<file path="src/common/lsa_pkg.sv">
`default_nettype none
package lsa_pkg;
	// clock and timing
	localparam int CLK_MHZ = 250;
	localparam int PAUSE_MS = 500;
	localparam int BLINK_MS = 250;
	localparam int EMIT_HOLD_US = 1000;
	localparam int PAUSE_CYC = PAUSE_MS * 1000 * CLK_MHZ;
	localparam int BLINK_CYC = BLINK_MS * 1000 * CLK_MHZ;
	localparam int EMIT_HOLD_CYC = EMIT_HOLD_US * CLK_MHZ;
	// register map
	localparam int AW = 12;
	localparam logic [AW-1:0] ADDR_CTRL = 12'h000;
	localparam logic [AW-1:0] ADDR_STATE = 12'h004;
	localparam logic [AW-1:0] ADDR_IRQ_STAT = 12'h008;
	localparam logic [AW-1:0] ADDR_IRQ_MASK = 12'h00C;
	localparam logic [15:0] PWM_MIN_RST = 16'h01F4;
	// event bits
	localparam int IRQ_W = 5;
	localparam int IRQ_OT = 0;
	localparam int IRQ_DC = 1;
	localparam int IRQ_BD = 2;
	localparam int IRQ_PERMIT_LOSS = 3;
	localparam int IRQ_EMIT = 4;
	localparam logic [IRQ_W-1:0] IRQ_MASK_RST = 5'h00;
	// state register fields
	localparam int ST_OT = 0;
	localparam int ST_DC = 1;
	localparam int ST_BD = 2;
	localparam int ST_PERMIT = 3;
	localparam int ST_EMIT = 4;
	localparam int ST_CODE_LSB = 8;
	// supply fault codes
	localparam logic [1:0] CODE_UNDER = 2'h1;
	localparam logic [1:0] CODE_OVER = 2'h2;
	localparam logic [1:0] CODE_SENSE = 2'h3;

	typedef enum logic [1:0] {LSA_DARK, LSA_STEADY, LSA_CODE, LSA_FLASH} lsa_mode_t;

	typedef struct packed {
		lsa_mode_t mode;
		logic [1:0] count;
	} lsa_lamp_req_t;

	typedef struct packed {
		logic permit;
		logic tickle;
		logic pwm;
		logic over_temp;
		logic under_volt;
		logic over_volt;
		logic dc_sense;
		logic board;
	} lsa_pins_t;

	typedef struct packed {
		logic emission;
		logic ready;
		logic over_temp;
		logic supply_fault_out;
	} lsa_ifa_t;

	typedef struct packed {
		logic unit_ok;
		logic temp_ok;
		logic volt_ok;
	} lsa_ifb_t;

	typedef struct packed {
		logic ot;
		logic dc;
		logic bd;
		logic [1:0] code;
	} lsa_faults_t;
endpackage : lsa_pkg
`default_nettype wire

</file>
<file path="src/hdl/lsa_annunciator.sv">
`timescale 1ns/1ps
`default_nettype none
//Behaviour
// - power lamp steady when supply healthy and no board fault
// - ready lamp steady with permit, no fault
// - pass tickle and PWM only with permit
// - emission lamp on qualifying PWM, not tickle
// - first interface normal levels follow state
// - no permit: ready, emission dark, interface A and rf outputs low
// - over-temperature: ready flashes, overtemp output high
// - supply fault: power blinks, supply_fault_out high
// - board fault: both flash, interface A low
// - second interface health outputs high normally
// - second interface drops per fault type
// - fault code repeats with pause, latched
// - blink count per supply fault kind
// - permit loss does not latch
module lsa_annunciator import lsa_pkg::*; #(
	parameter int PAUSE_CYCLES = PAUSE_CYC,
	parameter int BLINK_CYCLES = BLINK_CYC,
	parameter int HOLD_CYCLES = EMIT_HOLD_CYC
) (
	// clock and reset
	input wire logic core_clk,
	input wire logic arst_n,
	// apb slave
	input wire logic psel,
	input wire logic penable,
	input wire logic pwrite,
	input wire logic [AW-1:0] paddr,
	input wire logic [31:0] pwdata,
	output logic pready,
	output logic [31:0] prdata,
	output logic pslverr,
	output logic irq,
	// controller and sensor pins
	input wire lsa_pins_t pins,
	// rf driver
	output logic rf_tickle,
	output logic rf_pwm,
	// lamps
	output logic supply_lamp,
	output logic ready_lamp,
	output logic emission_lamp,
	// status interfaces
	output lsa_ifa_t ifa,
	output lsa_ifb_t ifb
);
	lsa_pins_t sync1_q;
	lsa_pins_t pin_s;
	lsa_faults_t flt_q;
	logic [15:0] pwm_min_q;
	logic [15:0] pw_cnt_q;
	logic [31:0] hold_q;
	logic emit_q;
	logic permit_d1_q;
	logic [IRQ_W-1:0] irq_stat_q;
	logic [IRQ_W-1:0] irq_mask_q;
	logic [IRQ_W-1:0] irq_evt;
	logic any_flt;
	logic dc_eff;
	logic ot_eff;
	logic gate;
	logic ready_ok;
	logic qual;
	lsa_lamp_req_t sup_req;
	lsa_lamp_req_t rdy_req;
	logic sup_blink;
	logic rdy_blink;
	logic setup;
	logic wr_en;
	logic [3:0] sel;

	if (HOLD_CYCLES < 1 || PAUSE_CYCLES < 1 || BLINK_CYCLES < 1) begin : g_chk
		$error("lsa_annunciator: counts must be at least one");
	end

	// pin synchroniser
	always_ff @(posedge core_clk or negedge arst_n) begin
		if (!arst_n) begin
			sync1_q <= '0;
			pin_s <= '0;
		end else begin
			sync1_q <= pins;
			pin_s <= sync1_q;
		end
	end

	// fault latches, cleared only by reset
	always_ff @(posedge core_clk or negedge arst_n) begin
		if (!arst_n) begin
			flt_q <= '0;
		end else begin
			if (pin_s.over_temp) begin
				flt_q.ot <= 1'b1;
			end
			if (pin_s.board) begin
				flt_q.bd <= 1'b1;
			end
			if (!flt_q.dc) begin
				if (pin_s.dc_sense) begin
					flt_q.dc <= 1'b1;
					flt_q.code <= CODE_SENSE;
				end else if (pin_s.over_volt) begin
					flt_q.dc <= 1'b1;
					flt_q.code <= CODE_OVER;
				end else if (pin_s.under_volt) begin
					flt_q.dc <= 1'b1;
					flt_q.code <= CODE_UNDER;
				end
			end
		end
	end

	assign any_flt = flt_q.ot || flt_q.dc || flt_q.bd;
	assign dc_eff = flt_q.dc && !flt_q.bd;
	assign ot_eff = flt_q.ot && !flt_q.dc && !flt_q.bd;
	assign ready_ok = pin_s.permit && !any_flt;
	assign gate = ready_ok;
	assign qual = gate && pin_s.pwm && ({1'b0, pw_cnt_q} + 17'h00001 >= {1'b0, pwm_min_q});

	// lamp requests
	always_comb begin
		sup_req = '{mode: LSA_STEADY, count: 2'h0};
		if (flt_q.bd) begin
			sup_req = '{mode: LSA_FLASH, count: 2'h0};
		end else if (flt_q.dc) begin
			sup_req = '{mode: LSA_CODE, count: flt_q.code};
		end
		rdy_req = '{mode: LSA_DARK, count: 2'h0};
		if (flt_q.bd || ot_eff) begin
			rdy_req = '{mode: LSA_FLASH, count: 2'h0};
		end else if (ready_ok) begin
			rdy_req = '{mode: LSA_STEADY, count: 2'h0};
		end
	end

	lsa_blink #(
		.ON_CYC(BLINK_CYCLES),
		.GAP_CYC(PAUSE_CYCLES)
	) u_sup_blink (
		.core_clk(core_clk),
		.arst_n(arst_n),
		.req(sup_req),
		.lamp(sup_blink)
	);

	lsa_blink #(
		.ON_CYC(BLINK_CYCLES),
		.GAP_CYC(PAUSE_CYCLES)
	) u_rdy_blink (
		.core_clk(core_clk),
		.arst_n(arst_n),
		.req(rdy_req),
		.lamp(rdy_blink)
	);

	// rf gating
	always_ff @(posedge core_clk or negedge arst_n) begin
		if (!arst_n) begin
			rf_tickle <= 1'b0;
			rf_pwm <= 1'b0;
		end else begin
			rf_tickle <= gate && pin_s.tickle;
			rf_pwm <= gate && pin_s.pwm;
		end
	end

	// emission detect: pulse must reach the programmed width
	always_ff @(posedge core_clk or negedge arst_n) begin
		if (!arst_n) begin
			pw_cnt_q <= 16'h0000;
			hold_q <= 32'h00000000;
			emit_q <= 1'b0;
		end else begin
			if (gate && pin_s.pwm && pw_cnt_q != 16'hFFFF) begin
				pw_cnt_q <= pw_cnt_q + 16'h0001;
			end else if (!(gate && pin_s.pwm)) begin
				pw_cnt_q <= 16'h0000;
			end
			if (!gate) begin
				emit_q <= 1'b0;
				hold_q <= 32'h00000000;
			end else if (qual) begin
				emit_q <= 1'b1;
				hold_q <= 32'(HOLD_CYCLES);
			end else if (hold_q != 32'h00000000) begin
				hold_q <= hold_q - 32'h00000001;
			end else begin
				emit_q <= 1'b0;
			end
		end
	end

	// lamps and status interfaces
	always_ff @(posedge core_clk or negedge arst_n) begin
		if (!arst_n) begin
			supply_lamp <= 1'b0;
			ready_lamp <= 1'b0;
			emission_lamp <= 1'b0;
			ifa <= '0;
			ifb <= '0;
		end else begin
			supply_lamp <= sup_blink;
			ready_lamp <= rdy_blink;
			emission_lamp <= emit_q && gate;
			ifa.emission <= emit_q && gate;
			ifa.ready <= ready_ok;
			ifa.over_temp <= ot_eff;
			ifa.supply_fault_out <= dc_eff;
			ifb.unit_ok <= ready_ok;
			ifb.temp_ok <= !ot_eff;
			ifb.volt_ok <= !dc_eff;
		end
	end

	// events
	always_ff @(posedge core_clk or negedge arst_n) begin
		if (!arst_n) begin
			permit_d1_q <= 1'b0;
		end else begin
			permit_d1_q <= pin_s.permit;
		end
	end

	always_comb begin
		irq_evt = '0;
		irq_evt[IRQ_OT] = pin_s.over_temp && !flt_q.ot;
		irq_evt[IRQ_DC] = (pin_s.dc_sense || pin_s.over_volt || pin_s.under_volt) && !flt_q.dc;
		irq_evt[IRQ_BD] = pin_s.board && !flt_q.bd;
		irq_evt[IRQ_PERMIT_LOSS] = permit_d1_q && !pin_s.permit;
		irq_evt[IRQ_EMIT] = qual && !emit_q;
	end

	// register select from a byte address, one bit per register
	function automatic logic [3:0] reg_hit(input logic [AW-1:0] a);
		reg_hit = 4'h0;
		if (a == ADDR_CTRL) begin
			reg_hit[0] = 1'b1;
		end else if (a == ADDR_STATE) begin
			reg_hit[1] = 1'b1;
		end else if (a == ADDR_IRQ_STAT) begin
			reg_hit[2] = 1'b1;
		end else if (a == ADDR_IRQ_MASK) begin
			reg_hit[3] = 1'b1;
		end
	endfunction : reg_hit

	// apb slave, answers in the access cycle
	assign sel = reg_hit(paddr);
	assign setup = psel && !penable;
	assign wr_en = psel && penable && pready && pwrite;

	always_ff @(posedge core_clk or negedge arst_n) begin
		if (!arst_n) begin
			pready <= 1'b0;
			pslverr <= 1'b0;
			prdata <= 32'h00000000;
		end else begin
			pready <= setup;
			pslverr <= 1'b0;
			prdata <= 32'h00000000;
			if (setup) begin
				if (sel[0]) begin
					prdata <= {16'h0000, pwm_min_q};
				end else if (sel[1]) begin
					prdata[ST_OT] <= flt_q.ot;
					prdata[ST_DC] <= flt_q.dc;
					prdata[ST_BD] <= flt_q.bd;
					prdata[ST_PERMIT] <= pin_s.permit;
					prdata[ST_EMIT] <= emit_q;
					prdata[ST_CODE_LSB+1:ST_CODE_LSB] <= flt_q.code;
				end else if (sel[2]) begin
					prdata[IRQ_W-1:0] <= irq_stat_q;
				end else if (sel[3]) begin
					prdata[IRQ_W-1:0] <= irq_mask_q;
				end else begin
					pslverr <= 1'b1;
				end
			end
		end
	end

	always_ff @(posedge core_clk or negedge arst_n) begin
		if (!arst_n) begin
			pwm_min_q <= PWM_MIN_RST;
			irq_mask_q <= IRQ_MASK_RST;
		end else if (wr_en) begin
			if (sel[0]) begin
				pwm_min_q <= pwdata[15:0];
			end else if (sel[3]) begin
				irq_mask_q <= pwdata[IRQ_W-1:0];
			end
		end
	end

	// sticky status, set wins over write-one clear
	always_ff @(posedge core_clk or negedge arst_n) begin
		if (!arst_n) begin
			irq_stat_q <= '0;
			irq <= 1'b0;
		end else begin
			if (wr_en && sel[2]) begin
				irq_stat_q <= (irq_stat_q & ~pwdata[IRQ_W-1:0]) | irq_evt;
			end else begin
				irq_stat_q <= irq_stat_q | irq_evt;
			end
			irq <= |(irq_stat_q & irq_mask_q);
		end
	end
endmodule : lsa_annunciator
`default_nettype wire

</file>
<file path="src/hdl/lsa_blink.sv">
`timescale 1ns/1ps
`default_nettype none
module lsa_blink import lsa_pkg::*; #(
	parameter int ON_CYC = BLINK_CYC,
	parameter int GAP_CYC = PAUSE_CYC
) (
	// clock and reset
	input wire logic core_clk,
	input wire logic arst_n,
	// lamp request and drive
	input wire lsa_lamp_req_t req,
	output logic lamp
);
	typedef enum logic [1:0] {BL_ON, BL_OFF, BL_PAUSE} lsa_bl_state_t;

	lsa_bl_state_t st_q;
	logic [31:0] cnt_q;
	logic [1:0] n_q;
	logic blinking;
	logic last;

	if (ON_CYC < 1 || GAP_CYC < 1) begin : g_chk
		$error("lsa_blink: counts must be at least one");
	end

	assign blinking = (req.mode == LSA_CODE) || (req.mode == LSA_FLASH);
	assign last = (st_q == BL_PAUSE) ? (cnt_q == 32'(GAP_CYC - 1)) : (cnt_q == 32'(ON_CYC - 1));

	// code sequencer: n blinks, pause, repeat
	always_ff @(posedge core_clk or negedge arst_n) begin
		if (!arst_n) begin
			st_q <= BL_ON;
			cnt_q <= 32'h00000000;
			n_q <= 2'h0;
		end else if (!blinking) begin
			st_q <= BL_ON;
			cnt_q <= 32'h00000000;
			n_q <= 2'h0;
		end else if (!last) begin
			cnt_q <= cnt_q + 32'h00000001;
		end else begin
			cnt_q <= 32'h00000000;
			case (st_q)
				BL_ON: begin
					st_q <= BL_OFF;
				end
				BL_OFF: begin
					if (req.mode == LSA_FLASH) begin
						st_q <= BL_ON;
					end else if (n_q + 2'h1 >= req.count) begin
						st_q <= BL_PAUSE;
						n_q <= 2'h0;
					end else begin
						n_q <= n_q + 2'h1;
						st_q <= BL_ON;
					end
				end
				default: begin
					st_q <= BL_ON;
				end
			endcase
		end
	end

	always_ff @(posedge core_clk or negedge arst_n) begin
		if (!arst_n) begin
			lamp <= 1'b0;
		end else begin
			lamp <= (req.mode == LSA_STEADY) || (blinking && st_q == BL_ON);
		end
	end
endmodule : lsa_blink
`default_nettype wire

</file>
<file path="config.mk">
export PLATFORM = sky130hd
export DESIGN_NAME = lsa_annunciator
export DESIGN_NICKNAME = d
export VERILOG_FILES = /design/src/common/lsa_pkg.sv /design/src/hdl/lsa_annunciator.sv /design/src/hdl/lsa_blink.sv
export SDC_FILE = /design/constraint.sdc
export NUM_CORES = 1
export LEC_CHECK = 0
export ABC_AREA = 1
export ABC_CLOCK_PERIOD_IN_PS = 3380
export BUFFER_PORTS_ARGS = -buffer_cell sky130_fd_sc_hd__buf_2
export CORE_AREA = 10 10 158 174
export CTS_CLUSTER_SIZE = 14
export DETAILED_ROUTE_END_ITERATION = 10
export DIE_AREA = 0 0 168 184
export GPL_TIMING_DRIVEN = 0
export PLACE_DENSITY = 0.73
export REMOVE_ABC_BUFFERS = 1
export SETUP_SLACK_MARGIN = 0.2
export SLEW_MARGIN = 0
export SYNTH_ARGS = -nofsm -noshare
export SYNTH_HDL_FRONTEND = slang
export SYNTH_SLANG_ARGS = --single-unit
export TNS_END_PERCENT = 5
</file>
<file path="constraint.sdc">
create_clock -name core_clk -period 3.38 [get_ports core_clk]
set_input_delay 0.338 -clock core_clk [delete_from_list [all_inputs] [get_ports core_clk]]
set_output_delay 0.338 -clock core_clk [all_outputs]
set_load 0.03 [all_outputs]
</file>
# == Word-level counts from Yosys, hierarchy flattened ==
# Cells that the tools add are included.
# totals
ff_bits,216
out_inout_bits,47
input_bits,57
word_cells,210
# op_classes
n_lt_le_gt_ge,3
n_addsub,7
muxes,67
eq_ne,27
bitwise,7
n_reduce_logical,50
# ops
cell,n
32-bit two-way mux,7
32-bit by 1-bit adder with 32-bit output (second input constant),2
32-bit by 26-bit == test with 1-bit output (second input constant),2
32-bit by 27-bit == test with 1-bit output (second input constant),2
16-bit two-way mux,3
2-bit two-way mux,24
32-bit nonzero test,1
32-bit by 1-bit subtractor with 32-bit output (second input constant),1
5-bit two-way mux,5
12-bit by 4-bit == test with 1-bit output (second input constant),2
1-bit logical AND,21
1-bit two-way mux,19
16-bit by 1-bit adder with 17-bit output (second input constant),1
17-bit by 16-bit greater-or-equal comparator with 1-bit output,1
16-bit by 1-bit adder with 16-bit output (second input constant),1
16-bit != test (second input constant),1
12-bit by 3-bit == test with 1-bit output (second input constant),1
2-bit == test (second input constant),6
12-bit logical NOT,1
4-bit two-way mux,3
2-bit != test (second input constant),6
5-bit AND,2
5-bit OR,2
1-bit logical NOT,9
other kinds (17),38

# == Longest topological paths before layout ==
# logic_depth
depth_word,12
depth_mapped,21
mapped_depth_nobuf,20

# == Cells and area by module ==
# From an unflattened synthesis, not the netlist that was laid out.
# hier_totals
cells_unflattened,1373
area_unflattened_um2,10931.7
# by_module_without_submodules
module,seq_area_each_um2,cells_per_inst,instances,area_each_um2
lsa_annunciator,3160.5,747,1,6282.3
lsa_blink,925.9,313,2,2324.7

# == Worst setup path before layout ==
# No wires, ideal clock.
# synth_timing
kind,register to register
start,register pw_cnt_q[0]
end,register hold_q[1]
period_less_slack_ps,2482
path_buffers,1
arrival_ps,2364
required_ps,3262
setup_time_ps,118
slack_ps,898
stages_incl_launch_ff,19
path_cell_list,dfrtp_1 ha_1 nand2_1 inv_1 nand2_1 nor2_2 nand4_1 xnor2_1 ha_1 nand2_1 inv_1 nand2_1 nor2_1 inv_1 nor2_1 o21bai_4 buf_2 nand4_1 nand2_1
# synth_via
elab_chain_len,5
word_cells_on_any_way,6
cone_classes,1 x add/sub; 1 x order compare; 1 x eq/ne; 2 x mux; 1 x reduce/logical
# synth_rtl
element,line_no,source
start: declaration,lsa_annunciator.sv:53,logic [15:0] pw_cnt_q;
start signal: assignment,lsa_annunciator.sv:177,pw_cnt_q <= pw_cnt_q + 16'h0001;
16-bit by 1-bit adder with 17-bit output (*),lsa_annunciator.sv:120,"assign qual = gate && pin_s.pwm && ({1'b0, pw_cnt_q} + 17'h00001 >= {1'b0, pwm_min_q});"
17-bit by 16-bit greater-or-equal comparator with 1-bit output (*),lsa_annunciator.sv:120,
1-bit logical AND (*),lsa_annunciator.sv:120,
32-bit two-way mux,lsa_annunciator.sv:184,end else if (qual) begin
32-bit two-way mux,lsa_annunciator.sv:181,if (!gate) begin
end signal: assignment,lsa_annunciator.sv:186,hold_q <= 32'(HOLD_CYCLES);
end signal: assignment,lsa_annunciator.sv:188,hold_q <= hold_q - 32'h00000001;
end: declaration,lsa_annunciator.sv:54,logic [31:0] hold_q;
# Mark *: on every way between the ends. The rest lies on a longest branch, timed or not.
# A chain may end at the register's enable or synchronous reset.

# == Worst setup path in the final report ==
# layout_timing
start,register pw_cnt_q[0]
end,register hold_q[20]
# The elaborated chain is that of the path after synthesis.

==> summary.txt <==
STA
  – RSZ-0062 raised after global routing: true
  – Tmin final: 2980 ps
  – Final Slew Violations: 0
  – Hold slack: 86.5 ps
  – Slew HR: 21.7%
  – Period Utilization, post-route: 88.2%
  – Fmax: 335 MHz
  – Hold Vio Cnt, Final: 0
  – Worst-Margin Slew: 1170 ps
  – Final Skew: 19.4 ps
  – Finish-stage setup viols: 0

Detailed routing
  – Drt initial violations: 519
  – Routed length per placed instance: 14.1 um
  – Post-route ant nets: 0
  – TritonRoute pass-1 iters: 5
  – Routed vias: 8675
  – Routed WL: 24300 um
  – Post-DR vias/cell: 5.03
  – DRC viols: 0

Outcome
  – Outcome: completed

Synth
  – Synth Flop Type: dfrtp_1
  – Avg Synthesized Cell Area: 7.98 sq um
  – Async S/R FF share, synth: 100%
  – Seq cells post-synth: 198
  – Number of synthesized flops with an enable pin: 0
  – Mapped cell area: 10600 sq um
  – Post-Synthesis Cells: 1324
  – Synth warn: 0
  – Sequential area share after synthesis: 46.9%
  – Synth cell types: 50

Floorplan
  – Die X: 168 um
  – # IOs: 104
  – Die height: 184 um
  – DIE AREA: 30900 sq um
  – Initial Util: 44.6%
  – Core Footprint: 23700 sq um
  – Cell Rows: 59

Clock tree
  – Clock Latency Late Sink: 450 ps
  – CTS clk-pin slew, worst paths: 90 ps
  – Sink Count: 198
  – CTS max path bufs: 2
  – CTS H-tree lvls: 4
  – TritonCTS Buffers: 17
  – Root Driver: clkbuf_16
  – CTS tree: yes

Finish
  – Fraction of layout cells with a size suffix above 1: 13.7%
  – Core Util, Final: 50.4%
  – Area Overhead vs Synth: 12.9%
  – Fin area: 11900 sq um
  – # diodes: 0
  – Post-layout net count: 1486
  – Final Instance Count excl. Fillers: 1725

Critical path
  – Worst setup EP type: flop
  – Reg2Reg Depth: 15
  – Worst-path fanout max: 21
  – Worst setup SP type: flop
  – Crit path kind: flop to flop
  – Worst Path Arrival: 3340 ps
  – WP data required: 3740 ps

Job
  – Max cap viols: 0

Hold path
  – Min-delay worst type: primary input to flop
  – WHS Path Cells: 3

Global route
  – Vias in the first global route: 8653
  – Initial antenna violation count: 0
  – Largest net degree at the start of global routing: 75
  – First-pass GRT wire length: 41700 um
  – Total track usage: 16.0%
  – GRT overflow: 0

Pwr
  – Pwr Density: 430 nW/um^2
  – Leak: 5.94 nW
  – Worst VDD drop: 304 uV

Place
  – Routability Congestion: 0.928
  – IO Port Bufs: 71
  – Placed cell count: 1682
  – DP HPWL: 18100 um
  – Placed cell area: 11200 sq um
-- metrics by stage --
stage / worst slack [ps] / TNS (ps) / power, mW
after floorplan: 764 / 0 / 2.92
after global placement: -1310 / -247690 / 3.07
after detailed placement: 39.0 / 0 / 3.09
after CTS: 271 / 0 / 5.19
after global routing: 97.4 / 0 / 5.36
final: 399 / 0 / 5.13
-- power by group --
part           internal, mW  leakage [nW]  switching (mW)
clock network          1.02         0.294            1.07
logic                 0.158          3.10           0.321
registers              2.47          2.54          0.0980
-- critical path, stage by stage, from the launching register on --
cell and delay, ps:
dfrtp_1 410, ha_1 290, nand2_1 70, inv_1 70, nand2_1 90, nor2_2 220
nand4_1 140, xnor2_1 230, ha_1 280, a21oi_1 160, nand2_1 90, nand2_1 90
nand4_2 120, o21bai_4 250, nand2_4 200, a21oi_1 170
-- final timing paths --
kind / start / end / slack, ps
max in group asynchronous: arst_n / pwm_min_q[8]$_DFFE_PN1P_ / 1900
min in group asynchronous: arst_n / u_rdy_blink.cnt_q[10]$_DFF_PN0_ / 400
setup / recovery: pw_cnt_q[0]$_DFFE_PN0P_ / hold_q[20]$_DFFE_PN0P_ / 400
hold reg to reg: sync1_q[6]$_DFF_PN0_ / pin_s[6]$_DFF_PN0_ / 350
setup reg to reg: pw_cnt_q[0]$_DFFE_PN0P_ / hold_q[20]$_DFFE_PN0P_ / 400
hold / removal: pwdata[5] / pwm_min_q[5]$_DFFE_PN1P_ / 90
-- routing by layer --
layer,share of wire (%),up-vias,track usage (%)
met5,0,-,0
met3,4.3,45,2.65
met4,2.5,0,6.41
li1,-,4368,-
met1,46,4075,20.5
met2,48,187,26.4
-- cell type report --
cell class                      instances  area [sq um]
Clock buffer                           17           425
Sequential cell                       198          4960
Clock inverter                         15           194
Tap cell                              305           382
Timing Repair Buffer                   84           526
Inverter                              197           739
Fill cell                            2218         11800
Multi-Input combinational cell        909          4700
-- what timing repair did --
action / CTS / global route
setup buffers: 2 / 0
hold buffers: 9 / 0
gates resized for setup: 1 / 1
endpoints found under the hold margin: 64 / 0
pin swaps: 1 / 0
setup endpoints to repair: 21 / 44
gates cloned: 0 / 0
-- cells by family after synthesis --
group | synth area share, %
AOI/OAI and AO/OA | 6.21
xor gates and xnor gates | 4.64
adders and majority gates | 2.60
buffers and inverters | 9.16
DFF | 46.9
other | 0.0355
and+or+nand+nor | 30.4
-- synthesized netlist by cell type (all sizes together) (8+ instances only) --
library cell  count  area (sq um)
nor3             60           369
buf              29           204
nand3            63           348
a21oi            35           179
nand4            49           334
nor4             14          87.6
nor2            240           986
xnor2            10          87.6
inv             196           736
or2               8          50.1
o21ai            62           314
o22ai             8          50.1
ha               22           275
dfrtp           192          4800
nand2           258           996
xor2             46           403
-- layout by cell type, fill, tap and decap left out, types with 14 or more instances in the layout --
| master | count |
|---|---|
| nand2_1 | 249 |
| nor2_1 | 215 |
| dfrtp_1 | 192 |
| inv_1 | 176 |
| buf_2 | 70 |
| nand3_1 | 58 |
| nor3_1 | 50 |
| nand4_1 | 46 |
| xor2_1 | 46 |
| o21ai_0 | 43 |
| a21oi_1 | 34 |
| ha_1 | 22 |
| inv_2 | 20 |
| nor2_2 | 20 |
| o21ai_1 | 18 |
| clkbuf_16 | 17 |
| conb_1 | 16 |
| nor4_1 | 14 |
-- sequential cells by signal, indices dropped and copies added (netlist names), 8 cells and up --
name               flops
hold_q                32
u_sup_blink.cnt_q     32
pin_s                  8
pw_cnt_q              16
prdata                16
u_rdy_blink.cnt_q     32
pwm_min_q             16
sync1_q                8
(Power assumes the default switching activity.)
